### src/hw/ccr_pkg.sv
`default_nettype none
package ccr_pkg;

  localparam logic [15:0] PERIPH_LO     = 16'hFF00;
  localparam logic [15:0] PERIPH_HI     = 16'hFFFF;
  localparam logic [15:0] GPR_LO        = 16'hFEE0;
  localparam logic [15:0] GPR_HI        = 16'hFEFF;
  localparam logic [15:0] RESET_VEC_LO  = 16'h0000;
  localparam logic [15:0] RESET_VEC_HI  = 16'h0001;
  localparam logic [7:0]  FLAGS_RESET   = 8'h02;
  localparam logic [7:0]  UNMAPPED_READ = 8'h00;

  localparam int FLAG_GATE  = 7;
  localparam int FLAG_ZERO  = 6;
  localparam int FLAG_BSH   = 5;
  localparam int FLAG_HALF  = 4;
  localparam int FLAG_BSL   = 3;
  localparam int FLAG_SVC   = 1;
  localparam int FLAG_CARRY = 0;

  localparam logic [5:0] REG_PC     = 6'h00;
  localparam logic [5:0] REG_FLAGS  = 6'h01;
  localparam logic [5:0] REG_SP     = 6'h02;
  localparam logic [5:0] REG_CMD    = 6'h03;
  localparam logic [5:0] REG_RESULT = 6'h04;
  localparam logic [5:0] REG_IRQ    = 6'h05;
  localparam logic [5:0] REG_STKDAT = 6'h06;
  localparam logic [5:0] REG_PAIR   = 6'h07;
  localparam logic [5:0] REG_GPR    = 6'h20;

  typedef enum logic [3:0] {
    CMD_NONE, CMD_ADVANCE, CMD_BRANCH, CMD_MASK_ALL, CMD_UNMASK_ALL,
    CMD_BANK_SWITCH, CMD_PUSH_FLAGS, CMD_POP_FLAGS, CMD_PUSH_BYTE,
    CMD_POP_BYTE, CMD_INTERRUPT, CMD_INT_RETURN, CMD_BRK_RETURN,
    CMD_ALU_ADD, CMD_ALU_SUB, CMD_ROTATE
  } ccr_cmd_t;

  typedef struct packed {
    logic [7:0]  bank;
    logic [15:0] value;
  } ccr_pair_t;

endpackage : ccr_pkg
`default_nettype wire

### src/hw/ccr_core.sv
`timescale 1ns/1ns
`default_nettype none
module ccr_core #(
  parameter int BANKS = 4
) (
  input  wire logic        core_clk,
  input  wire logic        rst_n,
  input  wire logic        wb_cyc_i,
  input  wire logic        wb_stb_i,
  input  wire logic        wb_we_i,
  input  wire logic [7:0]  wb_adr_i,
  input  wire logic [31:0] wb_dat_i,
  input  wire logic [3:0]  wb_sel_i,
  output logic      [31:0] wb_dat_o,
  output logic             wb_ack_o,
  input  wire logic [15:0] mem_addr,
  input  wire logic        mem_we,
  input  wire logic [7:0]  mem_wdata,
  output logic      [7:0]  mem_rdata,
  output logic             mem_hit,
  input  wire logic        irq_req,
  input  wire logic        irq_low_level,
  input  wire logic        irq_unmasked,
  output logic             irq_accept,
  output logic      [15:0] stack_addr,
  output logic      [15:0] program_counter
);

  typedef enum logic [2:0] {
    RET_IDLE,
    RET_LOW,
    RET_HIGH,
    RET_FLAGS,
    RET_WAIT,
    RET_STACK,
    RET_LOAD
  } ccr_ret_state_t;

  logic [7:0]        gpr_q [BANKS*8];
  logic [7:0]        processor_flags_word;
  logic [15:0]       stack_top_pointer;
  logic [7:0]        vec_lo_q;
  logic [15:0]       ret_q;
  ccr_ret_state_t    ret_state_q;
  logic [7:0]        result_q;
  logic [7:0]        stk_dat_q;
  logic [15:0]       pair_q;
  logic [15:0]       arg_q;
  logic              vec_phase_q;
  logic              ack_q;
  logic              wr;
  logic              rd;
  logic              cmd_wr;
  logic              ret_start;
  ccr_pkg::ccr_cmd_t cmd;
  logic [8:0]        alu;
  logic [4:0]        half;
  logic [1:0]        bank;

  function automatic logic [4:0] gpr_index(input logic [15:0] a);
    // Bank 0 holds the top eight bytes, higher banks sit lower.
    gpr_index = {~a[4:3], a[2:0]};
  endfunction : gpr_index

  function automatic logic in_range(input logic [15:0] a,
                                    input logic [15:0] lo,
                                    input logic [15:0] hi);
    in_range = (a >= lo) && (a <= hi);
  endfunction : in_range

  function automatic logic word_at(input logic [7:0] adr,
                                   input logic [5:0] word);
    word_at = adr[7:2] == word;
  endfunction : word_at

  assign wr     = wb_cyc_i && wb_stb_i && wb_we_i && !ack_q && wb_sel_i[0];
  assign rd     = wb_cyc_i && wb_stb_i && !ack_q;
  assign cmd_wr = wr && word_at(wb_adr_i, ccr_pkg::REG_CMD);
  assign cmd    = ccr_pkg::ccr_cmd_t'(wb_dat_i[3:0]);
  assign ret_start = cmd_wr && (cmd == ccr_pkg::CMD_INT_RETURN
                     || cmd == ccr_pkg::CMD_BRK_RETURN);
  assign bank   = {processor_flags_word[ccr_pkg::FLAG_BSH],
                   processor_flags_word[ccr_pkg::FLAG_BSL]};

  // Arithmetic used by add and subtract commands on the operand word.
  always_comb
  begin
    if (cmd == ccr_pkg::CMD_ALU_SUB)
    begin
      alu  = {1'b0, wb_dat_i[15:8]} - {1'b0, wb_dat_i[23:16]};
      half = {1'b0, wb_dat_i[11:8]} - {1'b0, wb_dat_i[19:16]};
    end
    else
    begin
      alu  = {1'b0, wb_dat_i[15:8]} + {1'b0, wb_dat_i[23:16]};
      half = {1'b0, wb_dat_i[11:8]} + {1'b0, wb_dat_i[19:16]};
    end
  end

  always_ff @(posedge core_clk or negedge rst_n)
  begin
    if (!rst_n)
      ack_q <= 1'b0;
    else
      ack_q <= rd;
  end
  assign wb_ack_o = ack_q;

  // Reset vector fetch: low byte from even address, then odd.
  always_ff @(posedge core_clk or negedge rst_n)
  begin
    if (!rst_n)
    begin
      vec_phase_q     <= 1'b0;
      vec_lo_q        <= 8'h00;
      program_counter <= 16'h0000;
    end
    else if (wr && wb_adr_i[7:2] == ccr_pkg::REG_PC)
      program_counter <= wb_dat_i[15:0];
    else if (cmd_wr && cmd == ccr_pkg::CMD_ADVANCE)
      program_counter <= program_counter + {13'h0000, wb_dat_i[6:4]};
    else if (cmd_wr && cmd == ccr_pkg::CMD_BRANCH)
      program_counter <= wb_dat_i[31:16];
    else if (cmd_wr && cmd == ccr_pkg::CMD_INTERRUPT && irq_accept)
      program_counter <= wb_dat_i[31:16];
    else if (ret_state_q == RET_LOAD)
      program_counter <= ret_q;
    else if (mem_we && mem_addr == ccr_pkg::RESET_VEC_LO)
    begin
      vec_lo_q    <= mem_wdata;
      vec_phase_q <= 1'b1;
    end
    else if (mem_we && mem_addr == ccr_pkg::RESET_VEC_HI && vec_phase_q)
    begin
      program_counter <= {mem_wdata, vec_lo_q};
      vec_phase_q     <= 1'b0;
    end
  end

  // Acceptance: gate, request, service level and source mask.
  assign irq_accept = processor_flags_word[ccr_pkg::FLAG_GATE] && irq_req
    && irq_unmasked
    && (processor_flags_word[ccr_pkg::FLAG_SVC] || !irq_low_level);

  always_ff @(posedge core_clk or negedge rst_n)
  begin
    if (!rst_n)
      processor_flags_word <= ccr_pkg::FLAGS_RESET;
    else if (wr && wb_adr_i[7:2] == ccr_pkg::REG_FLAGS)
      processor_flags_word <= wb_dat_i[7:0];
    else if (cmd_wr)
    begin
      case (cmd)
        ccr_pkg::CMD_MASK_ALL:
          processor_flags_word[ccr_pkg::FLAG_GATE] <= 1'b0;
        ccr_pkg::CMD_UNMASK_ALL:
          processor_flags_word[ccr_pkg::FLAG_GATE] <= 1'b1;
        ccr_pkg::CMD_INTERRUPT:
          if (irq_accept)
            processor_flags_word[ccr_pkg::FLAG_GATE] <= 1'b0;
        ccr_pkg::CMD_BANK_SWITCH:
        begin
          processor_flags_word[ccr_pkg::FLAG_BSL] <= wb_dat_i[4];
          processor_flags_word[ccr_pkg::FLAG_BSH] <= wb_dat_i[5];
        end
        ccr_pkg::CMD_ALU_ADD, ccr_pkg::CMD_ALU_SUB:
        begin
          processor_flags_word[ccr_pkg::FLAG_ZERO]  <= alu[7:0] == 8'h00;
          processor_flags_word[ccr_pkg::FLAG_HALF]  <= half[4];
          processor_flags_word[ccr_pkg::FLAG_CARRY] <= alu[8];
        end
        ccr_pkg::CMD_ROTATE:
          processor_flags_word[ccr_pkg::FLAG_CARRY] <= wb_dat_i[15];
        ccr_pkg::CMD_POP_FLAGS:
          processor_flags_word <= stk_dat_q;
        default:
          processor_flags_word <= processor_flags_word;
      endcase
    end
    else if (ret_state_q == RET_LOAD)
      processor_flags_word <= stk_dat_q;
  end

  // Stack pointer: one byte per push or pop, three per interrupt.
  always_ff @(posedge core_clk or negedge rst_n)
  begin
    if (!rst_n)
      stack_top_pointer <= 16'h0000;
    else if (wr && word_at(wb_adr_i, ccr_pkg::REG_SP))
      stack_top_pointer <= wb_dat_i[15:0];
    else if (cmd_wr)
    begin
      case (cmd)
        ccr_pkg::CMD_PUSH_BYTE, ccr_pkg::CMD_PUSH_FLAGS:
          stack_top_pointer <= stack_top_pointer - 16'h0001;
        ccr_pkg::CMD_POP_BYTE, ccr_pkg::CMD_POP_FLAGS:
          stack_top_pointer <= stack_top_pointer + 16'h0001;
        ccr_pkg::CMD_INTERRUPT:
          if (irq_accept)
            stack_top_pointer <= stack_top_pointer - 16'h0003;
        default:
          stack_top_pointer <= stack_top_pointer;
      endcase
    end
    else if (ret_state_q == RET_STACK)
      stack_top_pointer <= arg_q + 16'h0003;
  end
  assign stack_addr = stack_top_pointer;

  // Operation result of the add, subtract and rotate commands.
  always_ff @(posedge core_clk or negedge rst_n)
  begin
    if (!rst_n)
      result_q <= 8'h00;
    else if (cmd_wr && (cmd == ccr_pkg::CMD_ALU_ADD
             || cmd == ccr_pkg::CMD_ALU_SUB))
      result_q <= alu[7:0];
    else if (cmd_wr && cmd == ccr_pkg::CMD_ROTATE)
      result_q <= {wb_dat_i[14:8], wb_dat_i[15]};
  end

  // Return sequence steps once a cycle through the three bytes.
  always_ff @(posedge core_clk or negedge rst_n)
  begin
    if (!rst_n)
      ret_state_q <= RET_IDLE;
    else
    begin
      case (ret_state_q)
        RET_IDLE:
          if (ret_start)
            ret_state_q <= RET_LOW;
        RET_LOW:
          ret_state_q <= RET_HIGH;
        RET_HIGH:
          ret_state_q <= RET_FLAGS;
        RET_FLAGS:
          ret_state_q <= RET_WAIT;
        RET_WAIT:
          ret_state_q <= RET_STACK;
        RET_STACK:
          ret_state_q <= RET_LOAD;
        RET_LOAD:
          ret_state_q <= RET_IDLE;
        default:
          ret_state_q <= RET_IDLE;
      endcase
    end
  end

  // Return data capture: low byte, high byte, then saved flags.
  always_ff @(posedge core_clk or negedge rst_n)
  begin
    if (!rst_n)
    begin
      ret_q     <= 16'h0000;
      stk_dat_q <= 8'h00;
      arg_q     <= 16'h0000;
    end
    else if (ret_start)
      arg_q <= stack_top_pointer;
    else if (ret_state_q == RET_LOW)
      ret_q[7:0] <= mem_rdata;
    else if (ret_state_q == RET_HIGH)
      ret_q[15:8] <= mem_rdata;
    else if (ret_state_q == RET_FLAGS)
      stk_dat_q <= mem_rdata;
    else if (wr && word_at(wb_adr_i, ccr_pkg::REG_STKDAT))
      stk_dat_q <= wb_dat_i[7:0];
  end

  // Register banks live in data memory at FEE0H to FEFFH.
  always_ff @(posedge core_clk or negedge rst_n)
  begin
    if (!rst_n)
    begin
      for (int i = 0; i < BANKS*8; i++)
        gpr_q[i] <= 8'h00;
    end
    else if (mem_we && in_range(mem_addr, ccr_pkg::GPR_LO, ccr_pkg::GPR_HI))
      gpr_q[gpr_index(mem_addr)] <= mem_wdata;
    else if (wr && wb_adr_i[7:5] == ccr_pkg::REG_GPR[5:3])
      gpr_q[{bank, wb_adr_i[4:2]}] <= wb_dat_i[7:0];
    else if (wr && wb_adr_i[7:2] == ccr_pkg::REG_PAIR)
    begin
      gpr_q[{bank, wb_dat_i[17:16], 1'b0}] <= wb_dat_i[7:0];
      gpr_q[{bank, wb_dat_i[17:16], 1'b1}] <= wb_dat_i[15:8];
    end
  end

  // Pair view: even byte low, odd byte high.
  always_ff @(posedge core_clk or negedge rst_n)
  begin
    if (!rst_n)
      pair_q <= 16'h0000;
    else if (rd && wb_adr_i[7:2] == ccr_pkg::REG_PAIR)
      pair_q <= {gpr_q[{bank, wb_dat_i[17:16], 1'b1}],
                 gpr_q[{bank, wb_dat_i[17:16], 1'b0}]};
  end

  // Data memory port: banks answer; peripheral region unassigned.
  always_ff @(posedge core_clk or negedge rst_n)
  begin
    if (!rst_n)
    begin
      mem_rdata <= 8'h00;
      mem_hit   <= 1'b0;
    end
    else if (in_range(mem_addr, ccr_pkg::GPR_LO, ccr_pkg::GPR_HI))
    begin
      mem_rdata <= gpr_q[gpr_index(mem_addr)];
      mem_hit   <= 1'b1;
    end
    else if (in_range(mem_addr, ccr_pkg::PERIPH_LO, ccr_pkg::PERIPH_HI))
    begin
      mem_rdata <= ccr_pkg::UNMAPPED_READ;
      mem_hit   <= 1'b0;
    end
    else
    begin
      mem_rdata <= ccr_pkg::UNMAPPED_READ;
      mem_hit   <= 1'b0;
    end
  end

  // Bus read data: unmapped offsets return zero.
  always_ff @(posedge core_clk or negedge rst_n)
  begin
    if (!rst_n)
      wb_dat_o <= 32'h0000_0000;
    else if (rd)
    begin
      case (wb_adr_i[7:2])
        ccr_pkg::REG_PC:     wb_dat_o <= {16'h0000, program_counter};
        ccr_pkg::REG_FLAGS:  wb_dat_o <= {24'h00_0000, processor_flags_word};
        ccr_pkg::REG_SP:     wb_dat_o <= {16'h0000, stack_top_pointer};
        ccr_pkg::REG_RESULT: wb_dat_o <= {24'h00_0000, result_q};
        ccr_pkg::REG_IRQ:    wb_dat_o <= {29'h0000_0000, ret_state_q};
        ccr_pkg::REG_STKDAT: wb_dat_o <= {24'h00_0000, stk_dat_q};
        ccr_pkg::REG_PAIR:   wb_dat_o <= {16'h0000, pair_q};
        default:
          if (wb_adr_i[7:5] == ccr_pkg::REG_GPR[5:3])
            wb_dat_o <= {24'h00_0000, gpr_q[{bank, wb_adr_i[4:2]}]};
          else
            wb_dat_o <= 32'h0000_0000;
      endcase
    end
  end

endmodule : ccr_core
`default_nettype wire

### config.mk
export PLATFORM = sky130hd
export DESIGN_NAME = ccr_core
export DESIGN_NICKNAME = d
export VERILOG_FILES = /design/src/hw/ccr_pkg.sv /design/src/hw/ccr_core.sv
export SDC_FILE = /design/constraint.sdc
export NUM_CORES = 2
export LEC_CHECK = 0
export ABC_CLOCK_PERIOD_IN_PS = 6800
export BUFFER_PORTS_ARGS = -buffer_cell sky130_fd_sc_hd__buf_2
export CAP_MARGIN = 20
export CORE_ASPECT_RATIO = 0.9
export CORE_MARGIN = 4
export CORE_UTILIZATION = 51
export CTS_BUF_LIST = sky130_fd_sc_hd__clkbuf_4 sky130_fd_sc_hd__clkbuf_8
export CTS_CLUSTER_DIAMETER = 200
export DETAILED_ROUTE_END_ITERATION = 6
export GPL_TIMING_DRIVEN = 0
export PLACE_DENSITY = 0.79
export SLEW_MARGIN = 0
export SYNTH_ARGS = -nofsm -noshare
export SYNTH_HDL_FRONTEND = slang
export SYNTH_SLANG_ARGS = --single-unit
### constraint.sdc
create_clock -name core_clk -period 6.8 [get_ports core_clk]
set_clock_uncertainty 0.05 [all_clocks]
set_input_delay 0.34 -clock core_clk [delete_from_list [all_inputs] [get_ports core_clk]]
set_output_delay 0.34 -clock core_clk [all_outputs]
set_load 0.01 [all_outputs]
Word-level counts from Yosys, hierarchy flattened --
Cells that the tools add are included.
Operators by class: $add $sub $neg 9, magnitude comparators 10, equality and inequality tests 40, multiplexer cells 64, bitwise operators 13, reductions and logical operators 63
Operators with widths (count):
- $bwmux W256 | 4
- $mux W256 | 3
- $mux W16 | 11
- $mux W8 | 21
- $bmux W8 S5 | 4
- $demux W8 S5 | 4
- $pmux W16 S7 | 1
- $pmux W16 S3 | 1
- $eq A4 B4 Y1 const B | 8
- $logic_and A1 B1 Y1 | 32
- $eq A6 B3 Y1 const B | 4
- $ge A6 B6 Y1 const B | 4
- $lt A6 B1 Y1 const B | 4
- $not A5 Y6 | 4
- $pmux W3 S6 | 1
- $add A16 B1 Y16 const B | 1
- $add A16 B2 Y16 const B | 1
- $add A16 B3 Y16 | 1
- $eq A16 B1 Y1 const B | 1
- $eq A4 B3 Y1 const B | 4
- $ge A16 B16 Y1 const B | 1
- $le A16 B16 Y1 const B | 1
- $logic_not A16 Y1 | 1
- $sub A16 B1 Y16 const B | 1
- other kinds (42) | 81
Storage, ports and cells: register bits after elaboration 414, input port bits 77, logic and storage cells 251

Logic depth before layout (Yosys ltp) --
word-level depth 11, gate-level depth with buffers 15, depth with buffers taken out 12

Least setup slack after synthesis --
Ideal clock, no wire load.
path kind in2reg, start point input port wb_dat_i[16], end point register processor_flags_word[6], setup time 0.082 ns, arrival 4.050 ns, required time 6.668 ns, slack 2.618 ns, cell stages on the path 15, buffers on the path 4, cells stage by stage clkbuf_1 -> clkbuf_1 -> buf_1 -> inv_1 -> ha_1 -> clkbuf_1 -> nor2_1 -> xnor2_1 -> ha_1 -> or2_2 -> o21ai_0 -> xnor2_1 -> or4_1 -> or4_1 -> a31oi_1
On the way: longest elaborated chain between the ends 6, elaborated cells on any way between the ends 7
Ends and longest elaborated chain:
- start: declaration | RTL line ccr_core.sv:12 | input wire logic [31:0] wb_dat_i,
- $add A8 B8 Y9 or $sub A8 B8 Y9 (tied branches) | RTL line ccr_core.sv:95, ccr_core.sv:90
- $mux W9 (*) | RTL line ccr_core.sv:88 | if (cmd == ccr_pkg::CMD_ALU_SUB)
- $logic_not A8 Y1 (*) | RTL line ccr_core.sv:168 | processor_flags_word[ccr_pkg::FLAG_ZERO] <= alu[7:0] == 8'h00;
- $pmux W1 S2 (*) | RTL line ccr_core.sv:153 | case (cmd)
- $mux W8 (*) | RTL line ccr_core.sv:151 | else if (cmd_wr)
- $mux W8 (*) | RTL line ccr_core.sv:149 | else if (wr && wb_adr_i[7:2] == ccr_pkg::REG_FLAGS)
- end signal: assignment | RTL line ccr_core.sv:150 | processor_flags_word <= wb_dat_i[7:0];
- end signal: indexed assignment | RTL line ccr_core.sv:169 | processor_flags_word[ccr_pkg::FLAG_HALF] <= half[4];
- end signal: indexed assignment | RTL line ccr_core.sv:170 | processor_flags_word[ccr_pkg::FLAG_CARRY] <= alu[8];
- end: declaration | RTL line ccr_core.sv:40 | logic [7:0] processor_flags_word;
Every way passes the cells marked *; elsewhere a longest branch is shown, timed or not. A chain may end at the register's enable or synchronous reset.

Worst setup path in the final report --
Same ends and word-level chain as after synthesis.

==> summary.md <==
| Metric | Value |
|---|---|
| Run status | `finished with violations` |
| Violated checks | `DRC` |
| Static leakage power | `0.0134 uW` |
| Leading register cell type out of synthesis | `dfrtp_1` |
| Die Outline Area | `0.0597 sq mm` |
| Number of max-cap violations | `0` |
| Critical path startpoint | `wb_dat_i[16]` |
| Least-Margin Pin Slew | `1.50 ns` |
| Via count of the first global-routing pass | `27100` |
| Detailed placer's ending HPWL | `120000 um` |
| Category of the most critical setup path | `primary input to register` |
| Clock sink count | `398` |
| Count of hold-fix buffers inserted at cts | `8` |
| Maximum number of buffers from clock root to sink | `3` |
| Clock root cell | `clkbuf_8` |
| Ranking of synthesized cells by area | `dfrtp_1 35%, mux4_2 18%, mux2_2 6.8%, nor2_1 4.6%, nand2_1 3.3%` |
| Top-level I/O count | `152` |
| Number of vias per cell | `7.60` |
| Fraction of final layout cells sized beyond drive strength 1 | `23.9%` |
| Count of nets after finishing | `3238` |
| Minimum period implied by the final worst setup slack | `5.24 ns` |
| Cell area after layout | `0.0323 sq mm` |
| Resized Gates After CTS | `0` |
| CP Capture Type | `register` |
| Post-detailed-route wirelength per cell | `39.4 um` |
| Area share of fa/ha/maj cells after synthesis | `1.53%` |
| Crit path top cell by count | `clkbuf_1` |
| Remaining global-route overflow | `0` |
| Die Span X | `257 um` |
| Post-CTS Repair Setup Buffers | `0` |
| Floorplan core area | `0.0548 sq mm` |
| Portion of the post-synthesis area used by sequential elements | `34.9%` |
| Kind of path behind the tightest hold check | `primary input to register` |
| TritonCTS clock tree | `done` |
| Xor and xnor area share after synthesis | `1.47%` |
| Initial antenna violation count | `12` |
| Cell taking the most area after synthesis | `dfrtp_1` |
| Utilization after layout | `59.0%` |
| Final Setup Violations | `0` |
| Total Negative Setup Slacks | `0 ns` |
| Share of the clock period used by the worst path | `77.0%` |
| Total Routed Length | `156000 um` |
| Register-to-register setup slack | `2.75 ns` |
| Critical path required time | `7.39 ns` |
| Worst-path cell with the longest stage delay | `buf_1` |
| Portion of synthesized cell area occupied by the leading cell type | `34.9%` |
| Startpoint types | `primary input` |
| Critical path, cell by cell | `buf_2, clkbuf_1, clkbuf_1, buf_1, inv_1, ha_1, clkbuf_1, nor2_1, xnor2_1, ha_1, or2_2, o21ai_0, xnor2_1, or4_1, or4_1, a31oi_1` |
| Number of enable-type register cells in the synthesized netlist | `0` |
| Maximum single-stage delay on the critical path | `0.94 ns` |
| Initial Utilization | `52.0%` |
| Clock Pin Slew Worst Setup and Hold Paths | `0.07 ns` |
| Global-route wire length before repair | `212000 um` |
| DIE HEIGHT | `232 um` |
| Fraction of the mapped netlist area in compound gates | `14.5%` |
| Summed instance area of the synthesized netlist | `0.0285 sq mm` |
| Post-synthesis instance total | `2878` |
| Post-synthesis sequential element count | `398` |
| DRC marker count from the first detailed-route iteration | `5786` |
| FFs w/ async S/R, synth | `100%` |
| Pin count of the biggest net entering global routing | `122` |
| Detailed-router iteration count before antenna repair | `7` |
| Pwr/cell area | `247 mW/mm^2` |
| R2r startpoint | `wb_ack_o` |
| Max Slew Vio Count | `0` |
| DRC violation count after routing | `37` |
| Setup repair after global routing missed its margin | `false` |
| Post-synthesis area per instance | `9.90 sq um` |
| Overall power after layout | `8000 uW` |
| Count of endpoints failing hold in the final timing report | `0` |
| Worst slew margin relative to its limit | `0.0892%` |
| Row cnt | `81` |
| Crit path arrival time | `5.83 ns` |
| Worst hold slack after final layout | `0.0248 ns` |
| Maximum achievable frequency | `191 MHz` |
| Multiplexer share of the synthesized area | `26.2%` |
| Area share of and/or/nand/nor cells after synthesis | `17.1%` |
| Dominant combinational cell family by area after synthesis | `multiplexers` |
| Total Routing Usage GR | `50.9%` |
| Hold path startpoint | `wb_dat_i[26]` |
| Number of buffers added by the clock tree synthesis step | `74` |
| Number of H-tree levels | `3` |
| Worst vdd rail ir drop | `266 uV` |
| Final antenna-violating net count | `0` |
| Clk_lat worst skew | `0.72 ns` |
| Via total after detailed routing | `30000` |
| # port buffers | `121` |
| Unique masters post-synth | `83` |
| Cell area after placement | `0.0304 sq mm` |
| Placer congestion estimate | `1.08` |
| Area grow syn2layout | `13.4%` |
| Max Fanout on Critical Path | `10` |
| Synthesis Warnings | `0` |
path summary, 6_finish.rpt:
kind | depth (start not counted) | to
worst max-delay path | 16 | processor_flags_word[6]
min in group asynchronous | 2 | gpr_q[119]
max in group asynchronous | 3 | stack_addr[13]
worst max register to register | 8 | gpr_q[77]
worst min register to register | 2 | wb_dat_o[15]
worst min-delay path | 5 | program_counter[10]
cells in the mapped netlist (7+ instances only):
| cell type | n |
|---|---|
| a211oi_1 | 42 |
| a21o_1 | 20 |
| a21oi_1 | 90 |
| a221oi_1 | 12 |
| a22o_1 | 16 |
| a22oi_1 | 25 |
| a2bb2oi_1 | 8 |
| a31oi_1 | 46 |
| and2_1 | 15 |
| and3_1 | 19 |
| buf_1 | 30 |
| buf_2 | 22 |
| buf_4 | 16 |
| clkbuf_1 | 205 |
| dfrtp_1 | 397 |
| ha_1 | 30 |
| inv_1 | 26 |
| mux2_2 | 172 |
| mux2i_1 | 41 |
| mux4_2 | 227 |
| nand2_1 | 249 |
| nand2b_1 | 14 |
| nand3_1 | 93 |
| nand4_1 | 23 |
| nor2_1 | 352 |
| nor2b_1 | 18 |
| nor3_1 | 113 |
| nor4_1 | 84 |
| nor4b_1 | 7 |
| o211ai_1 | 24 |
| o21ai_0 | 101 |
| o22a_1 | 15 |
| o22ai_1 | 131 |
| o31ai_1 | 16 |
| or3_1 | 14 |
| or4_1 | 11 |
| xnor2_1 | 26 |
| xor2_1 | 22 |
cells in the final DEF (no fill, tap or decap), types with 14 or more instances in the layout:
cell	netlist	routed
dfrtp_1	397	397
nor2_1	352	352
nand2_1	249	249
mux4_2	227	227
clkbuf_1	205	205
mux2_2	172	172
buf_2	22	149
o22ai_1	131	131
nor3_1	113	109
o21ai_0	101	101
clkbuf_8	0	95
nand3_1	93	93
a21oi_1	90	90
nor4_1	84	83
a31oi_1	46	46
a211oi_1	42	42
mux2i_1	41	41
buf_1	30	30
ha_1	30	30
inv_1	26	26
xnor2_1	26	26
a22oi_1	25	25
o211ai_1	24	24
nand4_1	23	23
xor2_1	22	22
clkbuf_4	0	22
a21o_1	20	20
and3_1	19	19
nor2b_1	18	18
buf_4	16	18
diode_2	0	17
a22o_1	16	16
o31ai_1	16	16
conb_1	1	16
and2_1	15	15
o22a_1	15	15
or3_1	14	14
nand2b_1	14	14
layout make-up:
| cell class | instances | area [sq um] |
|---|---|---|
| Inverter | 28 | 105 |
| Clock inverter | 21 | 226 |
| Timing Repair Buffer | 159 | 1070 |
| Multi-Input combinational cell | 2193 | 17400 |
| Antenna cell | 17 | 42.5 |
| Sequential cell | 398 | 9960 |
| Buffer | 274 | 1120 |
| Fill cell | 4746 | 22500 |
| Clock buffer | 115 | 1460 |
| Tap cell | 747 | 935 |
stage by stage:
stage	setup slack [ns]	std cells
after floorplan	2.62	2893
final	1.56	3952
after CTS	1.79	3926
after global placement	-2.80	3761
after global routing	1.52	3937
after detailed placement	1.07	3782
worst max-delay path: cells and delay by family:
kind	cells	cell delay (ns)
buffers and inverters	6	2.60
AND/OR/NAND/NOR	4	1.52
adder cells (fa/ha/maj)	2	0.72
XOR/XNOR	2	0.34
AO/OA/AOI/OAI	2	0.30
kinds of logic (layout without fill, tap and decap cells):
kind of cell | count (synthesis) | in the layout
compound gates | 613 | 613
xor+xnor | 48 | 48
fa+ha+maj | 33 | 33
buf+inv | 302 | 597
flops | 398 | 398
mux | 440 | 440
other cells | 1 | 33
simple gates | 1043 | 1043
power breakdown:
part           switching (uW)  internal (uW)  total, uW
Clock                    1200           1490       2690
Combinational            1560            794       2350
Sequential                411           2540       2950
Total                    3170           4820       8000
sequential cells by signal, summed over array words and instances (netlist names):
name                  flops
gpr_q                   256
vec_lo_q                  8
ret_state_q               3
arg_q                    16
stk_dat_q                 8
result_q                  8
mem_rdata                 8
mem_hit                   1
processor_flags_word      8
wb_dat_o                 16
pair_q                   16
wb_ack_o                  1
program_counter          16
stack_addr               16
ret_q                    16
vec_phase_q               1
layer usage:
metal | part of all wire, % | GRT usage, %
met2 | 38 | 65.4
met4 | 6.8 | 26.7
met3 | 19 | 27.2
met5 | 0.27 | 4.74
met1 | 36 | 68.4
(Power assumes the default switching activity.)
